[config.mk]
export PLATFORM = sky130hd
export DESIGN_NAME = rfc_field_ctrl
export DESIGN_NICKNAME = d
export VERILOG_FILES = /design/src/verilog/rfc_pkg.sv /design/src/verilog/rfc_field_ctrl.sv
export SDC_FILE = /design/constraint.sdc
export NUM_CORES = 1
export LEC_CHECK = 0
export ABC_CLOCK_PERIOD_IN_PS = 8600
export BUFFER_PORTS_ARGS = -buffer_cell sky130_fd_sc_hd__buf_2
export CAP_MARGIN = 10
export CORE_MARGIN = 2
export CORE_UTILIZATION = 50
export DETAILED_ROUTE_END_ITERATION = 10
export PLACE_DENSITY = 0.74
export SLEW_MARGIN = 20
export SYNTH_ARGS = -nofsm -noshare
export SYNTH_HDL_FRONTEND = slang
export SYNTH_SLANG_ARGS = --single-unit
[constraint.sdc]
create_clock -name ref_clk_i -period 8.6 [get_ports ref_clk_i]
set_input_delay 2.58 -clock ref_clk_i [delete_from_list [all_inputs] [get_ports ref_clk_i]]
set_output_delay 2.58 -clock ref_clk_i [all_outputs]
set_load 0.02 [all_outputs]
[src/verilog/rfc_pkg.sv]
/*
  constants, register map and state types of the rf field and nfc mode control block.
  assumes a 200 MHz ref_clk_i and an AXI4-Lite master with 32-bit data.
*/
// Behaviour
// - carrier stays off after reset until the host sends field on
// - field on first runs external field detection for the initial delay time
// - external field seen during detection: carrier off, collision irq, cause recorded
// - field off instruction from the host switches the carrier off
// - active peer mode is chosen by the C_ACT bit of the control register
// - card mode does type A activation itself and flags it by irq
// - card mode answers by load modulation at 106 to 848 kbit/s
// - mode detector classifies a sensed field as type A or Manchester
// - peer mode runs active or passive at 106, 212 and 424 kbit/s
// - 106 uses full ASK with Miller, higher rates Manchester with partial ASK unless C_M100 forces full ASK
// - both antenna drivers carry the carrier, each can be inverted
// - transmitter offers full modulation and selectable amplitude levels
`default_nettype none
package rfc_pkg;
  localparam int          ADDR_W    = 6;
  localparam logic [5:0]  A_CTRL    = 6'h00;
  localparam logic [5:0]  A_CMD     = 6'h04;
  localparam logic [5:0]  A_STAT    = 6'h08;
  localparam logic [5:0]  A_IRQ_ST  = 6'h0C;
  localparam logic [5:0]  A_IRQ_CLR = 6'h10;
  localparam logic [5:0]  A_IRQ_EN  = 6'h14;
  localparam logic [5:0]  A_IDT     = 6'h18;
  localparam logic [1:0]  RESP_OK   = 2'h0;
  localparam logic [1:0]  RESP_ERR  = 2'h2;
  // command register bits
  localparam int CMD_ON  = 0;
  localparam int CMD_OFF = 1;
  // control register fields
  localparam int C_ACT   = 0;
  localparam int C_INIT  = 1;
  localparam int C_CARD  = 2;
  localparam int C_RATE  = 3;
  localparam int C_INV_A = 5;
  localparam int C_INV_B = 6;
  localparam int C_AM    = 8;
  localparam int C_M100  = 13;
  localparam int CTRL_W  = 14;
  localparam logic [CTRL_W-1:0] CTRL_RST = 14'h0000;
  // interrupt bits
  localparam int I_COLL = 0;
  localparam int I_CARD = 1;
  localparam int I_MODE = 2;
  localparam int I_ON   = 3;
  localparam int NIRQ   = 4;
  // status bits
  localparam int S_ON   = 0;
  localparam int S_DET  = 1;
  localparam int S_COLL = 2;
  localparam int S_EXT  = 3;
  localparam int S_MD   = 4;
  localparam int S_CARD = 6;
  localparam int S_ACTV = 7;
  localparam logic [1:0] MD_NONE = 2'h0;
  localparam logic [1:0] MD_A    = 2'h1;
  localparam logic [1:0] MD_MAN  = 2'h2;
  localparam logic [1:0] RATE_106 = 2'h0;
  // type A card activation frames
  localparam logic [7:0] F_REQA = 8'h26;
  localparam logic [7:0] F_WUPA = 8'h52;
  localparam logic [7:0] F_SEL1 = 8'h93;
  localparam logic [7:0] F_NVB  = 8'h70;
  localparam logic [7:0] F_HLTA = 8'h50;
  // initial delay time
  localparam int CLK_NS  = 5;
  localparam int IDT_NS  = 100000;
  localparam int IDT_CYC = (IDT_NS + CLK_NS - 1) / CLK_NS;
  localparam int IDT_W   = 24;
  typedef enum logic [1:0] {FS_OFF = 2'b00, FS_DET = 2'b01, FS_ON = 2'b10} rfc_field_t;
  typedef enum logic [1:0] {CS_IDLE = 2'b00, CS_READY = 2'b01, CS_SEL = 2'b10,
                            CS_ACT = 2'b11} rfc_card_t;
endpackage
`default_nettype wire

[src/verilog/rfc_field_ctrl.sv]
/*
  rf field sequencing, mode detection, type A card activation and antenna drive,
  with an AXI4-Lite register slave and one level interrupt.
  assumes ext_field_i, rx_pause_i, rx_manch_i and carrier_i are asynchronous pins;
  rx_valid_i, rx_byte_i and tx_env_i come from coder logic on ref_clk_i.
*/
`timescale 1ns/1ps
`default_nettype none
module rfc_field_ctrl
  import rfc_pkg::*;
#(
  parameter int IDT_DEF = IDT_CYC
)
(
  input  wire logic              ref_clk_i,
  input  wire logic              rst_i,
  input  wire logic              clk_en_i,
  input  wire logic [ADDR_W-1:0] s_axi_awaddr_i,
  input  wire logic              s_axi_awvalid_i,
  output logic                   s_axi_awready_o,
  input  wire logic [31:0]       s_axi_wdata_i,
  input  wire logic [3:0]        s_axi_wstrb_i,
  input  wire logic              s_axi_wvalid_i,
  output logic                   s_axi_wready_o,
  output logic [1:0]             s_axi_bresp_o,
  output logic                   s_axi_bvalid_o,
  input  wire logic              s_axi_bready_i,
  input  wire logic [ADDR_W-1:0] s_axi_araddr_i,
  input  wire logic              s_axi_arvalid_i,
  output logic                   s_axi_arready_o,
  output logic [31:0]            s_axi_rdata_o,
  output logic [1:0]             s_axi_rresp_o,
  output logic                   s_axi_rvalid_o,
  input  wire logic              s_axi_rready_i,
  input  wire logic              ext_field_i,
  input  wire logic              rx_pause_i,
  input  wire logic              rx_manch_i,
  input  wire logic              carrier_i,
  input  wire logic              rx_valid_i,
  input  wire logic [7:0]        rx_byte_i,
  input  wire logic              tx_env_i,
  output logic                   antenna_driver_a_o,
  output logic                   antenna_driver_b_o,
  output logic [4:0]             am_level_o,
  output logic                   mod_full_o,
  output logic                   miller_o,
  output logic                   load_mod_o,
  output logic                   field_on_o,
  output logic                   irq_o
);

  logic [3:0]        sync1;
  logic [3:0]        sync2;
  logic              ext_s;
  logic              pause_s;
  logic              manch_s;
  logic              carr_s;
  logic [CTRL_W-1:0] ctrl;
  logic [CTRL_W-1:0] next_ctrl;
  logic [IDT_W-1:0]  idt;
  logic [IDT_W-1:0]  next_idt;
  logic [NIRQ-1:0]   irq_st;
  logic [NIRQ-1:0]   next_irq_st;
  logic [NIRQ-1:0]   irq_en;
  logic [NIRQ-1:0]   next_irq_en;
  logic              bvalid;
  logic              next_bvalid;
  logic [1:0]        bresp;
  logic [1:0]        next_bresp;
  logic              rvalid;
  logic              next_rvalid;
  logic [31:0]       rdata;
  logic [31:0]       next_rdata;
  logic [1:0]        rresp;
  logic [1:0]        next_rresp;
  rfc_field_t        fst;
  rfc_field_t        next_fst;
  logic [IDT_W-1:0]  cnt;
  logic [IDT_W-1:0]  next_cnt;
  logic              coll;
  logic              next_coll;
  logic [1:0]        md;
  logic [1:0]        next_md;
  rfc_card_t         cst;
  rfc_card_t         next_cst;
  logic              ant_a;
  logic              ant_b;
  logic              lmod;
  logic [4:0]        am;
  logic              next_ant_a;
  logic              next_ant_b;
  logic              next_lmod;
  logic [4:0]        next_am;
  logic              wr_go;
  logic              rd_go;
  logic              cmd_on;
  logic              cmd_off;
  logic              clr_hit;
  logic [NIRQ-1:0]   ev;
  logic              full_mod;
  logic              card_mode;

  // two-flop synchroniser for the pins; only sync2 is read by logic
  always_ff @(posedge ref_clk_i or posedge rst_i)
  begin
    if (rst_i)
    begin
      sync1 <= 4'h0;
      sync2 <= 4'h0;
    end
    else if (clk_en_i)
    begin
      sync1 <= {carrier_i, rx_manch_i, rx_pause_i, ext_field_i};
      sync2 <= sync1;
    end
  end

  assign ext_s   = sync2[0];
  assign pause_s = sync2[1];
  assign manch_s = sync2[2];
  assign carr_s  = sync2[3];

  // bus handshakes; address and data are taken together, one write at a time
  assign wr_go = clk_en_i & s_axi_awvalid_i & s_axi_wvalid_i & ~bvalid;
  assign rd_go = clk_en_i & s_axi_arvalid_i & ~rvalid;
  assign s_axi_awready_o = wr_go;
  assign s_axi_wready_o  = wr_go;
  assign s_axi_arready_o = rd_go;
  assign s_axi_bvalid_o  = bvalid;
  assign s_axi_bresp_o   = bresp;
  assign s_axi_rvalid_o  = rvalid;
  assign s_axi_rdata_o   = rdata;
  assign s_axi_rresp_o   = rresp;

  // instructions are single-cycle pulses decoded from the command register write
  assign cmd_on  = wr_go & (s_axi_awaddr_i == A_CMD) & s_axi_wstrb_i[0] & s_axi_wdata_i[CMD_ON];
  assign cmd_off = wr_go & (s_axi_awaddr_i == A_CMD) & s_axi_wstrb_i[0] & s_axi_wdata_i[CMD_OFF];
  assign clr_hit = wr_go & (s_axi_awaddr_i == A_IRQ_CLR) & s_axi_wstrb_i[0];
  assign card_mode = ctrl[C_CARD] & ~ctrl[C_INIT];

  // register file and bus answers
  always_comb
  begin
    next_ctrl   = ctrl;
    next_idt    = idt;
    next_irq_en = irq_en;
    next_bvalid = bvalid & ~s_axi_bready_i;
    next_bresp  = bresp;
    next_rvalid = rvalid & ~s_axi_rready_i;
    next_rdata  = rdata;
    next_rresp  = rresp;
    if (wr_go)
    begin
      next_bvalid = 1'b1;
      next_bresp  = RESP_OK;
      case (s_axi_awaddr_i)
        A_CTRL:
        begin
          if (s_axi_wstrb_i[0]) next_ctrl[7:0] = s_axi_wdata_i[7:0];
          if (s_axi_wstrb_i[1]) next_ctrl[CTRL_W-1:8] = s_axi_wdata_i[CTRL_W-1:8];
        end
        A_IRQ_EN:
        begin
          if (s_axi_wstrb_i[0]) next_irq_en = s_axi_wdata_i[NIRQ-1:0];
        end
        A_IDT:
        begin
          if (s_axi_wstrb_i[0]) next_idt[7:0] = s_axi_wdata_i[7:0];
          if (s_axi_wstrb_i[1]) next_idt[15:8] = s_axi_wdata_i[15:8];
          if (s_axi_wstrb_i[2]) next_idt[23:16] = s_axi_wdata_i[23:16];
        end
        A_CMD, A_IRQ_CLR: next_bresp = RESP_OK;
        default: next_bresp = RESP_ERR;
      endcase
    end
    if (rd_go)
    begin
      next_rvalid = 1'b1;
      next_rresp  = RESP_OK;
      next_rdata  = 32'h0;
      case (s_axi_araddr_i)
        A_CTRL:    next_rdata[CTRL_W-1:0] = ctrl;
        A_STAT:
        begin
          next_rdata[S_ON]        = (fst == FS_ON);
          next_rdata[S_DET]       = (fst == FS_DET);
          next_rdata[S_COLL]      = coll;
          next_rdata[S_EXT]       = ext_s;
          next_rdata[S_MD+1:S_MD] = md;
          next_rdata[S_CARD]      = (cst == CS_ACT);
          next_rdata[S_ACTV]      = ctrl[C_ACT];
        end
        A_IRQ_ST:  next_rdata[NIRQ-1:0] = irq_st;
        A_IRQ_EN:  next_rdata[NIRQ-1:0] = irq_en;
        A_IDT:     next_rdata[IDT_W-1:0] = idt;
        A_CMD, A_IRQ_CLR: next_rresp = RESP_OK;
        default:   next_rresp = RESP_ERR;
      endcase
    end
  end

  always_ff @(posedge ref_clk_i or posedge rst_i)
  begin
    if (rst_i)
    begin
      ctrl   <= CTRL_RST;
      idt    <= IDT_DEF[IDT_W-1:0];
      irq_en <= '0;
      bvalid <= 1'b0;
      bresp  <= RESP_OK;
      rvalid <= 1'b0;
      rdata  <= 32'h0;
      rresp  <= RESP_OK;
    end
    else if (clk_en_i)
    begin
      ctrl   <= next_ctrl;
      idt    <= next_idt;
      irq_en <= next_irq_en;
      bvalid <= next_bvalid;
      bresp  <= next_bresp;
      rvalid <= next_rvalid;
      rdata  <= next_rdata;
      rresp  <= next_rresp;
    end
  end

  // field sequencer: off, detection window, on
  always_comb
  begin
    next_fst = fst;
    next_cnt = cnt;
    next_coll = coll;
    ev = '0;
    case (fst)
      FS_OFF:
      begin
        if (cmd_on & ~cmd_off)
        begin
          next_fst  = FS_DET;
          next_cnt  = idt;
          next_coll = 1'b0;
        end
      end
      FS_DET:
      begin
        if (cmd_off)
          next_fst = FS_OFF;
        else if (ext_s)
        begin
          next_fst  = FS_OFF;
          next_coll = 1'b1;
          ev[I_COLL] = 1'b1;
        end
        else if (cnt == '0)
        begin
          next_fst = FS_ON;
          ev[I_ON] = 1'b1;
        end
        else
          next_cnt = cnt - 1'b1;
      end
      FS_ON:
      begin
        if (cmd_off) next_fst = FS_OFF;
      end
      default: next_fst = FS_OFF;
    endcase
    // mode detector only listens while our own field is off
    next_md = md;
    if (!ext_s || fst != FS_OFF)
      next_md = MD_NONE;
    else if (md == MD_NONE && pause_s)
      next_md = MD_A;
    else if (md == MD_NONE && manch_s)
      next_md = MD_MAN;
    ev[I_MODE] = (md == MD_NONE) & (next_md != MD_NONE);
    // layer-3 type A activation in card mode, the rest is left to the host
    next_cst = cst;
    if (!card_mode || !ext_s)
      next_cst = CS_IDLE;
    else if (rx_valid_i)
    begin
      case (cst)
        CS_IDLE:  if (rx_byte_i == F_REQA || rx_byte_i == F_WUPA) next_cst = CS_READY;
        CS_READY: if (rx_byte_i == F_SEL1) next_cst = CS_SEL;
        CS_SEL:   next_cst = (rx_byte_i == F_NVB) ? CS_ACT : CS_READY;
        CS_ACT:   if (rx_byte_i == F_HLTA) next_cst = CS_IDLE;
        default:  next_cst = CS_IDLE;
      endcase
    end
    ev[I_CARD] = (cst != CS_ACT) & (next_cst == CS_ACT);
    // sticky status: a new event wins over a clear in the same cycle
    next_irq_st = irq_st;
    if (clr_hit) next_irq_st = irq_st & ~s_axi_wdata_i[NIRQ-1:0];
    next_irq_st = next_irq_st | ev;
  end

  always_ff @(posedge ref_clk_i or posedge rst_i)
  begin
    if (rst_i)
    begin
      fst    <= FS_OFF;
      cnt    <= '0;
      coll   <= 1'b0;
      md     <= MD_NONE;
      cst    <= CS_IDLE;
      irq_st <= '0;
    end
    else if (clk_en_i)
    begin
      fst    <= next_fst;
      cnt    <= next_cnt;
      coll   <= next_coll;
      md     <= next_md;
      cst    <= next_cst;
      irq_st <= next_irq_st;
    end
  end

  // transmitter: 106 kbit/s uses full ASK, higher rates partial ASK unless forced
  assign full_mod = (ctrl[C_RATE+1:C_RATE] == RATE_106) | ctrl[C_M100];
  always_comb
  begin
    next_ant_a = 1'b0;
    next_ant_b = 1'b0;
    next_am    = 5'h00;
    next_lmod  = 1'b0;
    if (fst == FS_ON && (tx_env_i || !full_mod))
    begin
      next_ant_a = carr_s ^ ctrl[C_INV_A];
      next_ant_b = carr_s ^ ctrl[C_INV_B];
    end
    if (fst == FS_ON && !tx_env_i && !full_mod)
      next_am = ctrl[C_AM+4:C_AM];
    // card answers by loading the reader field, never by our own carrier
    if (card_mode && fst == FS_OFF && ext_s)
      next_lmod = ~tx_env_i;
  end

  always_ff @(posedge ref_clk_i or posedge rst_i)
  begin
    if (rst_i)
    begin
      ant_a <= 1'b0;
      ant_b <= 1'b0;
      am    <= 5'h00;
      lmod  <= 1'b0;
    end
    else if (clk_en_i)
    begin
      ant_a <= next_ant_a;
      ant_b <= next_ant_b;
      am    <= next_am;
      lmod  <= next_lmod;
    end
  end

  assign antenna_driver_a_o = ant_a;
  assign antenna_driver_b_o = ant_b;
  assign am_level_o = am;
  assign load_mod_o = lmod;
  assign mod_full_o = full_mod;
  assign miller_o   = (ctrl[C_RATE+1:C_RATE] == RATE_106);
  assign field_on_o = (fst == FS_ON);
  assign irq_o      = |(irq_st & irq_en);

endmodule
`default_nettype wire

======== Yosys cells after proc, flatten, opt, wreduce, memory -nomap -nowiden ========
Index checks and enable logic that the tools add are counted.
word-level totals
  bits in registers ....................... 123
  latch bits .............................. 0
  bits in writable memories ............... 0
  bits in read-only memories .............. 0
  input port bits ......................... 70
  output and inout port bits .............. 53
  memories kept ........................... 0
cells by class
  $add $sub $neg .......................... 1
  multipliers ............................. 0
  divide/modulo/power cells ............... 0
  order comparisons ....................... 0
  eq/ne operators ......................... 29
  shifts and indexed selects .............. 0
  multiplexer cells ....................... 45
  bitwise gates (word level) .............. 31
  reductions and logical operators ........ 39
operators by type and width
  kind                                                 number
  two-way mux 24 bit                                   4
  one-hot mux 24 bit (2 select lines)                  1
  == test 6 x 5 -> 1 bit (second input constant)       6
  two-way mux 2 bit                                    16
  AND reduction 4 bit                                  7
  == test 8 x 7 -> 1 bit (second input constant)       3
  logical NOT 24 bit                                   1
  subtractor 24 x 1 -> 24 bit (second input constant)  1
  one-hot mux 4 bit (5 select lines)                   1
  bitwise AND 1 bit                                    17
  two-way mux 1 bit                                    15
  == test 6 x 3 -> 1 bit (second input constant)       2
  == test 6 x 4 -> 1 bit (second input constant)       2
  logical NOT 6 bit                                    2
  inequality test 2 bit (second input constant)        6
  one-hot mux 4 bit (3 select lines)                   1
  one-hot mux 6 bit (2 select lines)                   1
  two-way mux 10 bit                                   1
  bitwise AND 4 bit                                    2
  == test 2 bit (second input constant)                4
  == test 8 x 6 -> 1 bit (second input constant)       1
  == test 8 bit (second input constant)                1
  logical NOT 2 bit                                    4
  one-hot mux 2 bit (4 select lines)                   1
  other kinds (22)                                     45

======== Longest topological paths before layout ========
Gate-level depths: netlist of the first run.
  depth in word-level cells ............... 10
  depth in mapped cells ................... 8

======== Worst setup path before layout of the first run ========
Ideal clock, no wire load.
  kind .................................... input -> output
  start point ............................. input clk_en_i
  end point ............................... output s_axi_arready_o
  arrival time ............................ 3.729 ns
  slack ................................... 2.291 ns
  cell stages on the path ................. 6
  cell sequence ........................... clkbuf_1 > nand2_1 > or2_2 > clkbuf_1 > clkinv_1 > clkbuf_1
on the way
  cells in the longest elaborated chain, start to end .. 2
ends and longest elaborated chain
  item                            RTL line               RTL
  start: declaration              rfc_field_ctrl.sv:17   input wire logic clk_en_i,
  bitwise AND 1 bit (2 in a row)  rfc_field_ctrl.sv:125  assign rd_go = clk_en_i & s_axi_arvalid_i & ~rvalid;
  end: declaration                rfc_field_ctrl.sv:30   output logic s_axi_arready_o,
No other way between the ends.

======== Final worst setup path of the first run ========
Ends and elaborated chain as after synthesis.

==> results of run 1 <==
## layout by cell type, fill, tap and decap left out, types with 6 or more instances in the layout
cell type	instances
a211oi_1	8
a21o_1	6
a21oi_1	25
a221oi_1	11
a22oi_1	12
a31oi_1	7
buf_2	103
buf_4	7
clkbuf_16	17
conb_1	10
dfrtp_1	116
inv_1	23
mux2_2	56
nand2_1	70
nand3_1	17
nor2_1	35
nor3_1	15
nor4_1	11
o21ai_0	29
o221ai_2	7
or3_1	8
## cell families after synthesis
logic type / Yosys count / synth area share
and+or+nand+nor: 210 / 0.173
DFF: 121 / 0.482
AOI/OAI and AO/OA: 153 / 0.181
xor gates and xnor gates: 2 / 0.00278
buffers and inverters: 72 / 0.0534
adders and majority gates: 2 / 0.00397
muxes: 58 / 0.103
other: 1 / 0.000595
## per-layer routing
| layer | up-vias | track usage | routed length, um |
|---|---|---|---|
| li1 | 2464 | - | - |
| met1 | 2717 | 0.371 | 7560 |
| met2 | 255 | 0.389 | 7780 |
| met3 | 35 | 0.0623 | 1280 |
| met4 | 0 | 0.114 | 376 |
| met5 | - | 0 | 0 |
## through the flow
| stage | setup WS [ps] | instances | utilization | area (um2) |
|---|---|---|---|---|
| 2_1_floorplan | 2290 | 628 | - | 6330 |
| 3_3_place_gp | 2080 | 864 | 0.552 | 6880 |
| 3_5_place_dp | 2050 | 864 | 0.552 | 6880 |
| 4_1_cts | 2050 | 896 | 0.604 | 7530 |
| 5_1_grt | 1920 | 896 | 0.604 | 7530 |
| 6_report | 2060 | 896 | 0.604 | 7530 |
## worst max path at each step
stage / end / slack [ps] / cells past startpoint
final: s_axi_arready_o / 2060 / 6
after global routing: s_axi_arready_o / 1920 / 6
after CTS: s_axi_arready_o / 2050 / 6
after detailed placement: s_axi_arready_o / 2050 / 6
after global placement: s_axi_arready_o / 2080 / 6
after floorplan: s_axi_arready_o / 2290 / 6
## worst reg2reg max path, cell delays in order (launching register included)
cell      delay (ps)
dfrtp_1          440
or3_1            490
or4_1            640
or3_4            480
a21oi_4          580
o221ai_1         240
## registers in the layout (all words and copies together), names as in the netlist, 4 cells and up
signal         cells
sync1              4
idt               24
irq_st             4
am_level_o         5
sync2              4
s_axi_rdata_o     24
cnt               24
irq_en             4
ctrl              14
## area by class of cell
cell class	instances	area (um2)	area share
Clock buffer	21	460	0.0611
Clock inverter	11	193	0.0256
Inverter	26	100	0.0133
Multi-Input combinational cell	435	2960	0.393
Sequential cell	121	3030	0.403
Tap cell	172	215	0.0286
Timing Repair Buffer	110	568	0.0754
## power groups by stage
stage | combinational, mW | clock (mW) | sequential [mW]
floorplan | 0.0713 | 0 | 0.636
global placement | 0.129 | 0 | 0.626
CTS | 0.134 | 0.797 | 0.617
finish | 0.133 | 0.791 | 0.618
detailed placement | 0.133 | 0 | 0.626
global route | 0.148 | 0.821 | 0.621
==> impl_metrics.toml, run 1 <==
[outcome]
outcome = "complete, no violations"

[cts]
clockBufferDepth = 2
cts_buffers = 17
cts_root_buf = "clkbuf_16"
htreeDepth = 4
cts_tree = "yes"
clk_latency_ps = 420
post_cts_buffers = 0
cts.reportedPaths.clkPinSlew_ps = 60
postCtsHoldBufs = 0
cts_sinks = 121
cts_resized = 0

[critical_path]
cp-end-kind = "primary output"
crit_fanout = 33
start_kind = "input port"
cp_data_arrival_time_ps = 3960
crit_type = "in -> out"
rrSetupSlack_ps = 5590
worstReg2RegEnd = "cnt[20]"
crit_start = "clk_en_i"
reg2regPathDepth = 5
critPathSlowestCell = "or2_2"
worstReg2RegStart = "cnt[11]"
timing.critical_path.mode_cell = "buf_2"
path_cells = "buf_2 > buf_4 > nand2_1 > or2_2 > clkinv_1 > buf_2"
crit_buf_inv = 4
critical-path-top-delay-family = "buffers and inverters"
critPathRequiredTime_ps = 6020
max_stage_delay_ps = 560

[power]
seqPwrFrac = 0.401
power.density_nw_per_um2 = 205
clkPwrFrac = 0.513
combPwrFrac = 0.086
p_leak_nw = 3.52
p_sw_mw = 0.368
p_int_mw = 1.17
power_mw = 1.54
p_sw_frac = 0.239
ir_worst_vdd_v = 0.000172

[routing]
drc_errors = 0
drtIter0Drc = 464
vias = 5471
wl_per_cell_um = 19.0
vias_per_cell = 6.11
drt_wl_total_um = 17000
ant_nets = 0
first_pass_iters = 5

[synth]
synth_edf_count = 0
ys_ff_latch = 121
synthesis.area_um2 = 6300
synthMostInstantiatedCell = "dfrtp_1"
synth_top_area_frac = 0.461
yosysUniqueCellTypes = 70
synthArstFlopShare = 1.00
synth.avg_cell_area_um2 = 10.2
synth_warnings = 0
seq_area_frac_synth = 0.482
ys_top_cells_by_area = "dfrtp_1 (46%), mux2_2 (10%), nand2_1 (4.2%), o21ai_0 (2.3%), dfstp_2 (2.1%)"
synth_common_cells = "dfrtp_1 (116), nand2_1 (70), mux2_2 (56)"
yosys_most_used_dff = "dfrtp_1"
netlist_instances = 619
yosys.area.top_type = "dfrtp_1"

[layout]
drive_gt1_frac = 0.316
n_fill_cell = 1006
syn_to_final_growth_pct = 19.6
antenna_cells = 0
layout.nets = 783

[hold_path]
hold_path.startpoint = "s_axi_rdata_o[18]"
whs_path_depth = 2
min_path_type = "reg -> reg"
worstHoldEndpoint = "s_axi_rdata_o[18]"

[timing]
fmax_mhz = 153
fin_skew_ps = 9.36
maxSlewViolCount = 0
final.period_utilization = 0.761
rsz0062_at_grt = "false"
finalSetupTns_ps = 0
hold-worst-slack_ps = 462
setup_viol = 0
period_minus_slack_ps = 6540
finalHoldViolations = 0
worst_pin_slew_ps = 981
max_slew_margin = 0.346

[run]
maxCapViolCount = 0

[placed_design]
portBuffers = 103
dpl.hpwl_um = 11600
gp_congestion = 0.869

[floorplanning]
io_pins = 123
die-area_um2 = 13500
num_rows = 41
die_height_um = 116
start_util = 0.505
core_um2 = 12500
die-width_um = 116

[global_routing]
antenna_found_initial = 0
grt_overflow_total = 0
grt_use_total = 0.262
grt_first_pass_wirelength_um = 26900
grt_max_degree = 80
grt_pass1_vias = 5166
Note: power is estimated with default switching activity, not from simulation.
==> inputs of run 2 (changes only) <==
--- a/config.mk
+++ b/config.mk
@@ -5,7 +5,7 @@
 export SDC_FILE = /design/constraint.sdc
 export NUM_CORES = 1
 export LEC_CHECK = 0
-export ABC_CLOCK_PERIOD_IN_PS = 8600
+export ABC_CLOCK_PERIOD_IN_PS = 6100
 export BUFFER_PORTS_ARGS = -buffer_cell sky130_fd_sc_hd__buf_2
 export CAP_MARGIN = 10
 export CORE_MARGIN = 2
==> constraint.sdc (replaced) <==
create_clock -name ref_clk_i -period 6.1 [get_ports ref_clk_i]
set_input_delay 1.83 -clock ref_clk_i [delete_from_list [all_inputs] [get_ports ref_clk_i]]
set_output_delay 1.83 -clock ref_clk_i [all_outputs]
set_load 0.02 [all_outputs]
==> impl_metrics.toml, run 2 (synthesis results as in run 1) <==
[power]
combPwrFrac = 0.092
power.density_nw_per_um2 = 275
seqPwrFrac = 0.423
p_sw_mw = 0.507
p_int_mw = 1.55
clkPwrFrac = 0.485
p_sw_frac = 0.246
power_mw = 2.06
p_leak_nw = 3.50
ir_worst_vdd_v = 0.000232

[global_routing]
antenna_found_initial = 0
use_met3 = 0.0555
grt_first_pass_wirelength_um = 27800
use_met1 = 0.381
grt_util_met2 = 0.410
grt_pass1_vias = 5249
grt_use_total = 0.271
grt_overflow_total = 0
grt_max_degree = 50
grt.busiest_layer = "met2"

[placed_design]
portBuffers = 103
dpl.hpwl_um = 12100
dpl.cell_count = 867
gp_congestion = 0.893

[routing]
ant_nets = 0
drc_errors = 0
first_pass_iters = 6
drtIter0Drc = 411
drt_wl_total_um = 17300
vias = 5454
wl_per_cell_um = 19.3
vias_per_cell = 6.07

[cts]
cts_root_buf = "clkbuf_16"
post_cts_buffers = 0
cts.reportedPaths.clkPinSlew_ps = 60
cts_resized = 0
cts_tree = "yes"
cts_buffers = 17
clk_latency_ps = 420
clockBufferDepth = 2
cts_sinks = 121
htreeDepth = 4
postCtsHoldBufs = 0

[timing]
period_minus_slack_ps = 4730
max_slew_margin = 0.463
fin_skew_ps = 8.56
final.period_utilization = 0.775
worst_pin_slew_ps = 799
rsz0062_at_grt = "false"
finalSetupTns_ps = 0
setup_viol = 0
fmax_mhz = 212
hold-worst-slack_ps = 471
maxSlewViolCount = 0
finalHoldViolations = 0

[critical_path]
crit_fanout = 17
critical-path-top-delay-family = "buffers and inverters"
critPathRequiredTime_ps = 4270
max_stage_delay_ps = 410
crit_buf_inv = 3
cp-end-kind = "primary output"
path_cells = "buf_2 > nand4b_1 > inv_1 > buf_2"
timing.critical_path.mode_cell = "buf_2"
critPathSlowestCell = "nand4b_1"
start_kind = "input port"
cp_data_arrival_time_ps = 2900
crit_type = "in -> out"

[floorplanning]
die_height_um = 116
die-width_um = 116
num_rows = 41
die-area_um2 = 13500
io_pins = 123
start_util = 0.505
core_um2 = 12500

[hold_path]
min_path_type = "reg -> reg"

[layout]
drive_gt1_frac = 0.316
antenna_cells = 0
n_fill_cell = 1040
final_cells = 899
most-common-layout-cells = "dfrtp_1 (116), buf_2 (103), nand2_1 (70)"
syn_to_final_growth_pct = 18.9
final_common_cell = "dfrtp_1"
layout.nets = 786

[run]
maxCapViolCount = 0

[outcome]
outcome = "complete, no violations"
run 2: cell types whose count changed in the layout (fill, tap and decap cells not counted), moves of 2 or more:
cell / delta
buf_4: +3
bufinv_16: -3
clkbuf_1: +2
clkbuf_8: +2
run 2: metal layers:
metal  vias up  share of wire
met3        39          0.066
met1      2716           0.44
li1       2467              -
met5         -              0
met4         0          0.024
met2       232           0.47
run 2: final timing paths:
check                                       start           endpoint  slack (ps)  cells past startpoint
worst max-delay path                     clk_en_i    s_axi_awready_o        1370                      4
max in group asynchronous                   rst_i            cnt[20]        3770                      3
worst min register to register  s_axi_rdata_o[15]  s_axi_rdata_o[15]         470                      2
min in group asynchronous                   rst_i             cnt[3]        1400                      2
worst max register to register            cnt[11]            cnt[20]        3080                      5
worst min-delay path            s_axi_rdata_o[15]  s_axi_rdata_o[15]         470                      2
run 2: worst reg2reg max path: cells and delay by family (launching register included):
family             cells  cell delay (ps)
and+or+nand+nor        3             1610
AOI/OAI and AO/OA      2              810
DFF                    1              430
run 2: power by group through the flow:
stage	sequential (mW)	combinational, mW	clock (mW)
after floorplan	0.896	0.100	0
after global placement	0.882	0.185	0
after detailed placement	0.883	0.190	0
after CTS	0.870	0.191	1.01
after global routing	0.875	0.211	1.04
final	0.871	0.190	0.998
run 2: cell type report:
class	instances	area, um2	share of cell area
repair buffers	113	591	0.0789
clock buffers	25	495	0.0662
clock inverters	7	90.1	0.0120
multi-input cells	435	2960	0.396
inverters	26	100	0.0134
well taps	172	215	0.0287
flip-flops and latches	121	3030	0.405
run 2: metrics by stage:
step	util	area (um2)	setup slack [ps]
after CTS	0.601	7490	1400
final	0.601	7490	1370
after global placement	0.554	6900	1400
after global routing	0.601	7490	1240
after detailed placement	0.554	6900	1410
after floorplan	-	6330	1060
==> inputs of run 3 (changes only) <==
--- a/config.mk
+++ b/config.mk
@@ -5,7 +5,7 @@
 export SDC_FILE = /design/constraint.sdc
 export NUM_CORES = 1
 export LEC_CHECK = 0
-export ABC_CLOCK_PERIOD_IN_PS = 6100
+export ABC_CLOCK_PERIOD_IN_PS = 4600
 export BUFFER_PORTS_ARGS = -buffer_cell sky130_fd_sc_hd__buf_2
 export CAP_MARGIN = 10
 export CORE_MARGIN = 2
==> constraint.sdc (replaced) <==
create_clock -name ref_clk_i -period 4.6 [get_ports ref_clk_i]
set_input_delay 1.38 -clock ref_clk_i [delete_from_list [all_inputs] [get_ports ref_clk_i]]
set_output_delay 1.38 -clock ref_clk_i [all_outputs]
set_load 0.02 [all_outputs]
==> impl_metrics.toml, run 3 (synthesis results as in run 1) <==
[critical_path]
crit_start = "clk_en_i"
crit_type = "in -> out"
worstSetupPathDepth = 4
cp_data_arrival_time_ps = 2170
critical-path-top-delay-family = "buffers and inverters"
crit_buf_inv = 3
reg2regPathDepth = 5
worstReg2RegEnd = "cnt[17]"
crit_fanout = 10
rrSetupSlack_ps = 1600
max_stage_delay_ps = 350
start_kind = "input port"
critPathRequiredTime_ps = 3220
timing.critical_path.mode_cell = "buf_2"
worstReg2RegStart = "cnt[11]"
critPathSlowestCell = "nand4b_1"
cp-end-kind = "primary output"
path_cells = "buf_2 > nand4b_1 > inv_1 > buf_2"

[placed_design]
gp_congestion = 0.876
placed_cell_area_um2 = 6900
dpl.hpwl_um = 11900
portBuffers = 103
post-place-ws_ps = 832

[layout]
syn_to_final_growth_pct = 19.4
drive_gt1_frac = 0.322
antenna_cells = 0
layout.nets = 786
most-common-layout-cells = "dfrtp_1 (116), buf_2 (103), nand2_1 (70)"
final_common_cell = "dfrtp_1"
n_fill_cell = 1034
stdcell_area_um2 = 7520
multi_input_area_um2 = 2960
ff_latch_area_um2 = 3030

[floorplanning]
io_pins = 123
die-area_um2 = 13500
start_util = 0.505
die_height_um = 116
core_um2 = 12500
die-width_um = 116
num_rows = 41

[timing]
worst_pin_slew_ps = 851
period_minus_slack_ps = 3550
final.period_utilization = 0.772
finalHoldViolations = 0
fin_skew_ps = 7.66
worst_slack_ps = 1050
max_slew_margin = 0.429
rsz0062_at_grt = "false"
setup_viol = 0
maxSlewViolCount = 0
fmax_mhz = 281
finalSetupTns_ps = 0

[global_routing]
grt_overflow_total = 0
grt_use_total = 0.271
grt_pass1_vias = 5241
grt_first_pass_wirelength_um = 27800
antenna_found_initial = 0
grt_max_degree = 90

[cts]
clockBufferDepth = 2
cts.reportedPaths.clkPinSlew_ps = 60
postCtsHoldBufs = 0
cts_resized = 0
cts_buffers = 17
cts_tree = "yes"
clk_latency_ps = 430
cts_root_buf = "clkbuf_16"
cts_sinks = 121
post_cts_buffers = 0
htreeDepth = 4

[hold_path]
hold_path.startpoint = "s_axi_rdata_o[18]"
whs_path_depth = 2
min_path_type = "reg -> reg"
worstHoldEndpoint = "s_axi_rdata_o[18]"

[routing]
drt_wl_total_um = 17400
vias = 5521
ant_nets = 0
drtIter0Drc = 353
vias_per_cell = 6.14
first_pass_iters = 5
drc_errors = 0
wl_per_cell_um = 19.4

[power]
p_leak_nw = 3.51
power_mw = 2.80
ir_worst_vdd_v = 0.000249
power.density_nw_per_um2 = 373

[run]
maxCapViolCount = 0

[outcome]
outcome = "complete, no violations"
## run 3: worst max path at each step
stage,end
6_report,s_axi_awready_o
5_1_grt,s_axi_awready_o
4_1_cts,s_axi_wready_o
3_5_place_dp,cnt[15]
3_3_place_gp,cnt[16]
2_1_floorplan,am_level_o[0]
## run 3: tightest hold or removal path: cells and delay by family, from the launching register on
| family | cells | cell delay, ps |
|---|---|---|
| flip-flops | 1 | 340 |
| AND/OR/NAND/NOR | 2 | 100 |
## run 3: cell type report
| cell class | count | area share |
|---|---|---|
| Sequential cell | 121 | 0.403 |
| Multi-Input combinational cell | 435 | 0.394 |
| Timing Repair Buffer | 113 | 0.0785 |
| Clock buffer | 17 | 0.0566 |
| Tap cell | 172 | 0.0286 |
| Clock inverter | 15 | 0.0251 |
| Inverter | 26 | 0.0136 |
## run 3: per-stage QoR
step / util / hold slack [ps] / cells
2_1_floorplan: - / 467 / 628
3_3_place_gp: 0.554 / 446 / 867
3_5_place_dp: 0.554 / 454 / 867
4_1_cts: 0.603 / 469 / 899
5_1_grt: 0.603 / 491 / 899
6_report: 0.603 / 466 / 899
## run 3: routing by layer
metal,GRT usage,share of wire,vias up
met2,0.426,0.48,263
met4,0.0905,0.016,0
li1,-,-,2475
met3,0.0623,0.077,34
met5,0,0,-
met1,0.376,0.43,2749
## run 3: report_power, final
group / switching (mW) / total, mW / internal (mW) / leakage, nW
logic: 0.163 / 0.256 / 0.0928 / 1.67
registers: 0.0408 / 1.15 / 1.11 / 1.55
clock network: 0.532 / 1.39 / 0.862 / 0.296
total: 0.735 / 2.80 / 2.07 / 3.51
